===== src/hw/stall_detect_consts.vh =====
`ifndef STALL_DETECT_CONSTS_VH
`define STALL_DETECT_CONSTS_VH

// ----------------------------------------------------------------------
// register byte offsets
// ----------------------------------------------------------------------
`define ADDR_CONTROL        5'h00
`define ADDR_LOWER_THRESH   5'h04
`define ADDR_UPPER_THRESH   5'h08
`define ADDR_STEP_INTERVAL  5'h0C
`define ADDR_LOAD_RESULT    5'h10
`define ADDR_IRQ_STATUS     5'h14
`define ADDR_IRQ_MASK       5'h18

// ----------------------------------------------------------------------
// control fields
// ----------------------------------------------------------------------
`define CTRL_OFFSET_LSB     0
`define CTRL_OFFSET_MSB     6
`define CTRL_FILTER_BIT     8
`define CTRL_DIAG_SEL_BIT   9
`define CTRL_DIAG_EN_BIT    10

// ----------------------------------------------------------------------
// status / mask bits
// ----------------------------------------------------------------------
`define IRQ_STALL_BIT       0
`define IRQ_UPDATE_BIT      1
`define IRQ_WIDTH           2

// ----------------------------------------------------------------------
// widths, reset values, scaling
// ----------------------------------------------------------------------
`define LOAD_WIDTH          10
`define LOAD_MAX            10'h3FF
`define LOAD_RESULT_RESET   10'h3FF
`define OFFSET_SHIFT        4
`define INTERVAL_WIDTH      20
`define INTERVAL_MAX        20'hFFFFF
`define LOWER_THRESH_RESET  20'h00000
`define UPPER_THRESH_RESET  20'h00000
`define CONTROL_RESET       11'h000
`define FILTER_DEPTH        4

`endif


===== src/hw/load_filter.v =====
`timescale 1ns/10ps
`include "stall_detect_consts.vh"

module load_filter #(
    parameter W = `LOAD_WIDTH
) (
    input  wire         i_mclk,
    input  wire         i_resetn,
    input  wire         i_clear,
    input  wire         i_sample_valid,
    input  wire [W-1:0] i_sample,
    output reg  [W-1:0] o_mean,
    output reg          o_mean_valid
);

// ----------------------------------------------------------------------
// three-entry history; the current sample is the fourth term of the mean
// ----------------------------------------------------------------------
    reg  [W-1:0] hist [0:2];
    reg  [1:0]   fill;
    wire [W+1:0] sum;

    assign sum = {2'b00, hist[0]} + {2'b00, hist[1]} + {2'b00, hist[2]}
               + {2'b00, i_sample};

    genvar g;
    generate
        for (g = 0; g < 3; g = g + 1) begin : g_hist
            // head and tail split so no entry ever indexes below zero
            if (g == 0) begin : g_head
                always @(posedge i_mclk) begin
                    if (!i_resetn || i_clear) begin
                        hist[g] <= {W{1'b0}};
                    end else if (i_sample_valid) begin
                        hist[g] <= i_sample;
                    end
                end
            end else begin : g_tail
                always @(posedge i_mclk) begin
                    if (!i_resetn || i_clear) begin
                        hist[g] <= {W{1'b0}};
                    end else if (i_sample_valid) begin
                        hist[g] <= hist[g-1];
                    end
                end
            end
        end
    endgenerate

    // mean of last four, emitted every fourth sample
    always @(posedge i_mclk) begin
        if (!i_resetn || i_clear) begin
            fill         <= 2'b00;
            o_mean       <= `LOAD_RESULT_RESET;
            o_mean_valid <= 1'b0;
        end else begin
            o_mean_valid <= 1'b0;
            if (i_sample_valid) begin
                fill <= fill + 2'b01;
                if (fill == 2'b11) begin
                    o_mean       <= sum[W+1:2];
                    o_mean_valid <= 1'b1;
                end
            end
        end
    end

endmodule


===== src/hw/stall_detect.v =====
// Local design decisions: register access over Avalon-MM and the address map.
`timescale 1ns/10ps
`include "stall_detect_consts.vh"

module stall_detect #(
    parameter LW = `LOAD_WIDTH,
    parameter TW = `INTERVAL_WIDTH
) (
    input  wire          i_mclk,
    input  wire          i_resetn,
    // step and measurement front end
    input  wire          i_full_step,
    input  wire [LW-1:0] i_raw_load,
    // avalon-mm slave
    input  wire [4:0]    i_avs_address,
    input  wire          i_avs_read,
    input  wire          i_avs_write,
    input  wire [31:0]   i_avs_writedata,
    output reg  [31:0]   o_avs_readdata,
    output wire          o_avs_waitrequest,
    // diagnostics
    output reg           o_diagnostic_output_a,
    output reg           o_diagnostic_output_b,
    output wire          o_irq
);

// ----------------------------------------------------------------------
// registers
// ----------------------------------------------------------------------
    reg  [10:0]          control;
    reg  [TW-1:0]        lower_velocity_threshold;
    reg  [TW-1:0]        upper_velocity_threshold;
    reg  [TW-1:0]        step_interval_measure;
    reg  [TW-1:0]        interval_count;
    reg  [LW-1:0]        load_measurement_result;
    reg  [`IRQ_WIDTH-1:0] irq_status;
    reg  [`IRQ_WIDTH-1:0] irq_mask;
    reg                  ack;
    reg                  result_valid;
    reg                  stall_event;

    wire [6:0]           stall_sensitivity_offset;
    wire                 filter_en;
    wire                 diag_sel_b;
    wire                 diag_en;

    assign stall_sensitivity_offset =
        control[`CTRL_OFFSET_MSB:`CTRL_OFFSET_LSB];
    assign filter_en  = control[`CTRL_FILTER_BIT];
    assign diag_sel_b = control[`CTRL_DIAG_SEL_BIT];
    assign diag_en    = control[`CTRL_DIAG_EN_BIT];

// ----------------------------------------------------------------------
// bus handshake
// ----------------------------------------------------------------------
    wire req;
    wire wr_go;
    wire rd_go;

    assign req   = i_avs_read | i_avs_write;
    // one wait cycle, answer on the second edge
    assign o_avs_waitrequest = req & ~ack;
    assign wr_go = i_avs_write & ack;
    assign rd_go = i_avs_read & ack;

    always @(posedge i_mclk) begin
        if (!i_resetn) begin
            ack <= 1'b0;
        end else begin
            ack <= req & ~ack;
        end
    end

// ----------------------------------------------------------------------
// step interval measurement
// ----------------------------------------------------------------------
    // saturates so the first step after a standstill reads as slowest possible velocity
    always @(posedge i_mclk) begin
        if (!i_resetn) begin
            interval_count        <= {TW{1'b0}};
            step_interval_measure <= `INTERVAL_MAX;
        end else if (i_full_step) begin
            step_interval_measure <= interval_count;
            interval_count        <= {TW{1'b0}};
        end else if (interval_count != `INTERVAL_MAX) begin
            interval_count <= interval_count + {{(TW-1){1'b0}}, 1'b1};
        end
    end

// ----------------------------------------------------------------------
// load value with sensitivity offset
// ----------------------------------------------------------------------
    wire signed [LW+1:0] offset_scaled;
    wire signed [LW+1:0] load_sum;
    reg  [LW-1:0]        load_value;

    // positive offset lifts the reading, so a stall needs more torque
    assign offset_scaled = {{(LW+2-7-`OFFSET_SHIFT){
                                stall_sensitivity_offset[6]}},
                            stall_sensitivity_offset,
                            {`OFFSET_SHIFT{1'b0}}};
    assign load_sum = $signed({2'b00, i_raw_load}) + offset_scaled;

    always @* begin
        if (load_sum[LW+1]) begin
            load_value = {LW{1'b0}};
        end else if (load_sum[LW]) begin
            load_value = `LOAD_MAX;
        end else begin
            load_value = load_sum[LW-1:0];
        end
    end

// ----------------------------------------------------------------------
// averaging filter
// ----------------------------------------------------------------------
    wire [LW-1:0] mean;
    wire          mean_valid;
    reg           filter_en_d;

    // history restarts on a mode change so no stale mix leaks out
    always @(posedge i_mclk) begin
        if (!i_resetn) begin
            filter_en_d <= 1'b0;
        end else begin
            filter_en_d <= filter_en;
        end
    end

    load_filter #(
        .W(LW)
    ) u_filter (
        .i_mclk         (i_mclk),
        .i_resetn       (i_resetn),
        .i_clear        (filter_en != filter_en_d),
        .i_sample_valid (i_full_step & filter_en),
        .i_sample       (load_value),
        .o_mean         (mean),
        .o_mean_valid   (mean_valid)
    );

// ----------------------------------------------------------------------
// result update and stall decision
// ----------------------------------------------------------------------
    wire          unfilt_upd;
    wire          new_valid;
    wire [LW-1:0] new_value;
    wire          above_lower;
    wire          below_upper;
    wire          in_band;

    assign unfilt_upd = i_full_step & ~filter_en;
    assign new_valid  = unfilt_upd | (mean_valid & filter_en);
    // unfiltered result follows each step, so the dip shows directly
    assign new_value  = unfilt_upd ? load_value : mean;

    // thresholds are step intervals: a shorter interval is faster
    assign above_lower = step_interval_measure
                         <= lower_velocity_threshold;
    assign below_upper = step_interval_measure
                         >= upper_velocity_threshold;
    assign in_band = above_lower & below_upper;

    always @(posedge i_mclk) begin
        if (!i_resetn) begin
            load_measurement_result <= `LOAD_RESULT_RESET;
            result_valid            <= 1'b0;
        end else begin
            result_valid <= new_valid;
            if (new_valid) begin
                load_measurement_result <= new_value;
            end
        end
    end

    always @(posedge i_mclk) begin
        if (!i_resetn) begin
            stall_event <= 1'b0;
        end else begin
            // gated outside the velocity band
            stall_event <= new_valid & (new_value == {LW{1'b0}})
                           & in_band;
        end
    end

    // one-cycle pulse on the selected diagnostic pin
    always @(posedge i_mclk) begin
        if (!i_resetn) begin
            o_diagnostic_output_a <= 1'b0;
            o_diagnostic_output_b <= 1'b0;
        end else begin
            o_diagnostic_output_a <= stall_event & diag_en
                                     & ~diag_sel_b;
            o_diagnostic_output_b <= stall_event & diag_en
                                     & diag_sel_b;
        end
    end

// ----------------------------------------------------------------------
// interrupt status
// ----------------------------------------------------------------------
    wire [`IRQ_WIDTH-1:0] irq_set;
    wire [`IRQ_WIDTH-1:0] irq_clr;

    assign irq_set = {result_valid, stall_event};
    // only bits already shown in the read data are cleared
    assign irq_clr = (rd_go && i_avs_address == `ADDR_IRQ_STATUS)
                     ? o_avs_readdata[`IRQ_WIDTH-1:0]
                     : {`IRQ_WIDTH{1'b0}};

    always @(posedge i_mclk) begin
        if (!i_resetn) begin
            irq_status <= {`IRQ_WIDTH{1'b0}};
        end else begin
            irq_status <= (irq_status & ~irq_clr) | irq_set;
        end
    end

    assign o_irq = |(irq_status & irq_mask);

// ----------------------------------------------------------------------
// register writes and reads
// ----------------------------------------------------------------------
    always @(posedge i_mclk) begin
        if (!i_resetn) begin
            control                  <= `CONTROL_RESET;
            lower_velocity_threshold <= `LOWER_THRESH_RESET;
            upper_velocity_threshold <= `UPPER_THRESH_RESET;
            irq_mask                 <= {`IRQ_WIDTH{1'b0}};
        end else if (wr_go) begin
            case (i_avs_address)
                `ADDR_CONTROL: begin
                    control <= i_avs_writedata[10:0];
                end
                `ADDR_LOWER_THRESH: begin
                    lower_velocity_threshold <= i_avs_writedata[TW-1:0];
                end
                `ADDR_UPPER_THRESH: begin
                    upper_velocity_threshold <= i_avs_writedata[TW-1:0];
                end
                `ADDR_IRQ_MASK: begin
                    irq_mask <= i_avs_writedata[`IRQ_WIDTH-1:0];
                end
                default: begin
                    control <= control;
                end
            endcase
        end
    end

    // read data captured on the wait edge, held through the answer edge
    always @(posedge i_mclk) begin
        if (!i_resetn) begin
            o_avs_readdata <= 32'h00000000;
        end else if (i_avs_read & ~ack) begin
            case (i_avs_address)
                `ADDR_CONTROL:
                    o_avs_readdata <= {21'h000000, control};
                `ADDR_LOWER_THRESH:
                    o_avs_readdata <= {{(32-TW){1'b0}},
                                       lower_velocity_threshold};
                `ADDR_UPPER_THRESH:
                    o_avs_readdata <= {{(32-TW){1'b0}},
                                       upper_velocity_threshold};
                `ADDR_STEP_INTERVAL:
                    o_avs_readdata <= {{(32-TW){1'b0}},
                                       step_interval_measure};
                `ADDR_LOAD_RESULT:
                    o_avs_readdata <= {{(32-LW){1'b0}},
                                       load_measurement_result};
                `ADDR_IRQ_STATUS:
                    o_avs_readdata <= {{(32-`IRQ_WIDTH){1'b0}}, irq_status};
                `ADDR_IRQ_MASK:
                    o_avs_readdata <= {{(32-`IRQ_WIDTH){1'b0}}, irq_mask};
                default:
                    o_avs_readdata <= 32'h00000000;
            endcase
        end
    end

endmodule


===== config.mk =====
export PLATFORM = sky130hd
export DESIGN_NAME = stall_detect
export DESIGN_NICKNAME = d
export VERILOG_FILES = /design/src/hw/load_filter.v /design/src/hw/stall_detect.v
export VERILOG_INCLUDE_DIRS = /design/src /design/src/hw
export SDC_FILE = /design/constraint.sdc
export NUM_CORES = 1
export LEC_CHECK = 0
export BUFFER_PORTS_ARGS = -buffer_cell sky130_fd_sc_hd__buf_2
export CAP_MARGIN = 20
export CORE_MARGIN = 2
export CORE_UTILIZATION = 56
export CTS_BUF_LIST = sky130_fd_sc_hd__clkbuf_4
export DETAILED_ROUTE_END_ITERATION = 10
export HOLD_SLACK_MARGIN = 0.1
export PLACE_DENSITY_LB_ADDON = 0.2
export SYNTH_ARGS = -nofsm -noshare
export SYNTH_HDL_FRONTEND = slang
export SYNTH_SLANG_ARGS = --single-unit

===== constraint.sdc =====
create_clock -name i_mclk -period 3.6 [get_ports i_mclk]
set_input_delay 0.18 -clock i_mclk [delete_from_list [all_inputs] [get_ports i_mclk]]
set_output_delay 0.18 -clock i_mclk [all_outputs]
set_load 0.03 [all_outputs]

==> impl_metrics.csv <==
group,metric,value,unit
hold_path,hp-start,"i_avs_address[3]",
yosys,yosysTopAreaCell,"dfxtp_1",
die,die_w,135,µm
yosys,synth_top_family_by_area,"simple AND/OR/NAND/NOR gates",
timing,finalHoldViolCount,0,
layout,syn_to_final_growth,14.9,%
critical_path,cp_max_fo,5,
place,hpwlAfterDp,16.7,mm
die,core-area,16700,µm²
timing,fmax,257,MHz
clock_network,clockBufferDepth,2,
yosys,synth-simple-area-share,0.195,
grt,overflow,0,
place,place_inst,1391,
timing,setup_viol,6,
yosys,synth_area_per_cell,8.59,µm²
place,post-place-ws,-0.343,ns
yosys,synth.top_cell.area_share,0.300,
grt,grt_pass1_wl,38.6,mm
timing,setup_tns,-1.17,ns
timing,finalMaxSlewViolations,0,
layout,layout-drive-gt1-share,0.145,
critical_path,r2r-end,"u_filter.o_mean[6]",
flow_run,drv_cap,0,
yosys,yosys_warnings,0,
timing,slew_headroom,0.314,
die,die_y,135,µm
route,dr.pass1.iters,8,
yosys,synth_async_sr_flop_share,0,
die,start_util,0.576,
critical_path,cp.required,4.06,ns
yosys,synth_compound_area_frac,0.174,
critical_path,worst-setup-path-type,"register to register",
route,drt-wirelength-per-cell,16.0,µm
yosys,netlist_area,9610,µm²
layout,final_cells,1453,
clock_network,h-tree-depth,4,
die,row_count,47,
grt,first_global_vias,7622,
layout,nFillCells,1391,
power,powerDensity,359,nW/µm²
critical_path,worst-r2r-cell-count,17,
die,die_area,18200,µm²
route,vias,8027,
place,post_dp_cell_area,10400,µm²
die,ios,88,
hold_path,whs_path_depth,5,
timing,fin_crit,3.90,ns
clock_network,cts_tree,"yes",
yosys,synth.area.top_cells,"dfxtp_1, edfxtp_1, ha_1, nand2_1, inv_1",
route,viasPerCell,5.52,
grt,grt_usage,0.267,
timing,post-route-period-util,1.08,
critical_path,cp.arrival,4.36,ns
critical_path,timing.rr.start,"control[0]",
yosys,synth_fa_ha_area_frac,0.115,
place,port-buffer-count,63,
yosys,synth.area.mux_share,0.0293,
timing,rsz0062_at_grt,"true",
layout,final_area,11000,µm²
hold_path,hp-class,"input pin to register",
hold_path,whs_endpoint,"irq_mask[0]",
route,drt-total-wl,23.2,mm
clock_network,clock_latency,0.59,ns
outcome,violations,"setup timing",
timing,skew,0.0168,ns
route,ant_nets,0,
critical_path,r2r_slack,-0.30,ns
timing,setup_slack,-0.298,ns
place,gp_congestion,0.939,
grt,grt_max_degree,105,
clock_network,cts_root_buf,"clkbuf_4",
timing,fin_hold_ws,0.128,ns
power,peakVddDrop,0.182,mV
yosys,synth-xor-area-share,0.0301,
yosys,syn_inst,1119,
critical_path,crit_path_end_kind,"register",
yosys,ys.flop_type,"dfxtp_1",
clock_network,cts_sinks,174,
power,p_leak,0.00439,µW
yosys,synth_seq_cells,174,
clock_network,path_clk_slew,0.15,ns
layout,nets,1351,
yosys,ys_seq_area_frac,0.394,
grt,antenna_found_initial,1,
outcome,outcome,"finished with violations",
clock_network,cts_inserted_buffers,17,
route,drt_iter0_markers,530,
timing,tightest_slew,1.03,ns
yosys,synth_edf_count,30,
route,drc_errors,0,
yosys,yosysUniqueCellTypes,62,
critical_path,critPathLaunchType,"register",
critical_path,cp-startpoint,"control[0]",
[critical path, stage by stage, from the launching register on]
cell	delay, ns
dfxtp_2	0.37
ha_4	0.16
inv_2	0.05
fa_2	0.19
nor2b_2	0.05
o31a_1	0.28
o31a_1	0.28
nor3_4	0.32
o21ai_2	0.11
fa_1	0.55
inv_2	0.06
ha_4	0.21
a31o_4	0.22
o31a_1	0.26
a41oi_2	0.24
nor2b_2	0.20
xor2_1	0.15
o21ai_1	0.07
[state kept, by name (all words and copies together), names as in the netlist, 11 cells and up]
name,count
interval_count,20
o_avs_readdata,20
lower_velocity_threshold,20
upper_velocity_threshold,20
u_filter.hist,30
step_interval_measure,20
control,11
[routing by layer]
metal  global-route usage  vias to the layer above  wire [µm]
li1                     -                     4035          -
met1                0.382                     3734      11000
met2                0.419                      230      10700
met3               0.0387                       28       1180
met4               0.0845                        0        429
met5                    0                        -          0
[per-stage QoR]
stage	util	total power [µW]
after floorplan	-	2520
after global placement	0.620	2700
after detailed placement	0.620	2720
after CTS	0.657	3960
after global routing	0.661	4160
final	0.661	3970
[worst max-delay path by stage]
stage / depth (start not counted) / to
2_1_floorplan: 17 / u_filter.o_mean[6]
6_report: 17 / u_filter.o_mean[6]
4_1_cts: 19 / u_filter.o_mean[8]
3_3_place_gp: 17 / u_filter.o_mean[6]
5_1_grt: 17 / u_filter.o_mean[6]
3_5_place_dp: 17 / u_filter.o_mean[6]
[cell families (layout without fill, tap and decap cells)]
kind of cell / after synthesis / in the layout
compound gates: 252 / 252
xor+xnor: 33 / 33
fa+ha+maj: 81 / 81
buf+inv: 148 / 250
flops: 174 / 174
mux: 28 / 28
other cells: 1 / 13
simple gates: 402 / 402
[power by group]
part / switching (µW) / leakage [µW] / total (µW) / internal, µW
registers: 41.1 / 0.00148 / 2060 / 2020
logic: 372 / 0.00274 / 698 / 326
clock network: 719 / 0.000165 / 1210 / 491
[cells in the final DEF, fill, tap and decap left out, drive strengths merged, types with 5 or more instances in the layout]
cell type and instances:
o211ai 11, a21oi 46, xnor2 14, a22oi 20
ha 68, and3 6, nand2b 9, conb 12
clkinv 6, dlygate4sd3 24, o21ai 57, and2 35
nand3 23, nand4 15, a21o 8, inv 86
dfxtp 144, nor3 13, nand2 182, nor2 73
mux2i 27, nor2b 24, a21boi 52, fa 12
edfxtp 30, o21a 9, xor2 19, clkbuf 17
or3 5, a31oi 12, buf 113, a222oi 10
[cell usage after synthesis (all sizes together), types with 2 or more instances]
cell    number
a211o        2
a211oi       3
a21boi      52
a21o         8
a21oi       46
a222oi      10
a22oi       20
a31o         2
a31oi       12
a41oi        2
and2        35
and3         6
and4         4
and4b        2
buf         18
clkbuf      49
dfxtp      144
edfxtp      30
fa          12
ha          68
inv         81
mux2i       27
nand2      182
nand2b       9
nand3       23
nand4       15
nor2        73
nor2b       24
nor3        13
nor3b        4
o211ai      11
o21a         9
o21ai       57
o21bai       3
o31a         4
or3          5
or4          4
xnor2       14
xor2        19
[repair_timing]
item	in CTS	in global routing
setup endpoints to repair	7	8
pin swaps	10	8
setup buffers	2	3
gates resized for setup	10	13
hold buffers	24	0
hold endpoints to repair	64	0
[cell type report]
class                           instances  area [µm²]  area share
Multi-Input combinational cell        808        5430       0.492
Sequential cell                       174        3780       0.343
Timing Repair Buffer                  137         938      0.0850
Inverter                               81         304      0.0275
Tap cell                              220         275      0.0249
Clock inverter                         15         183      0.0165
Clock buffer                           17         128      0.0116
Antenna cell                            1        2.50    0.000227
Power figures use the tool's default switching activity.
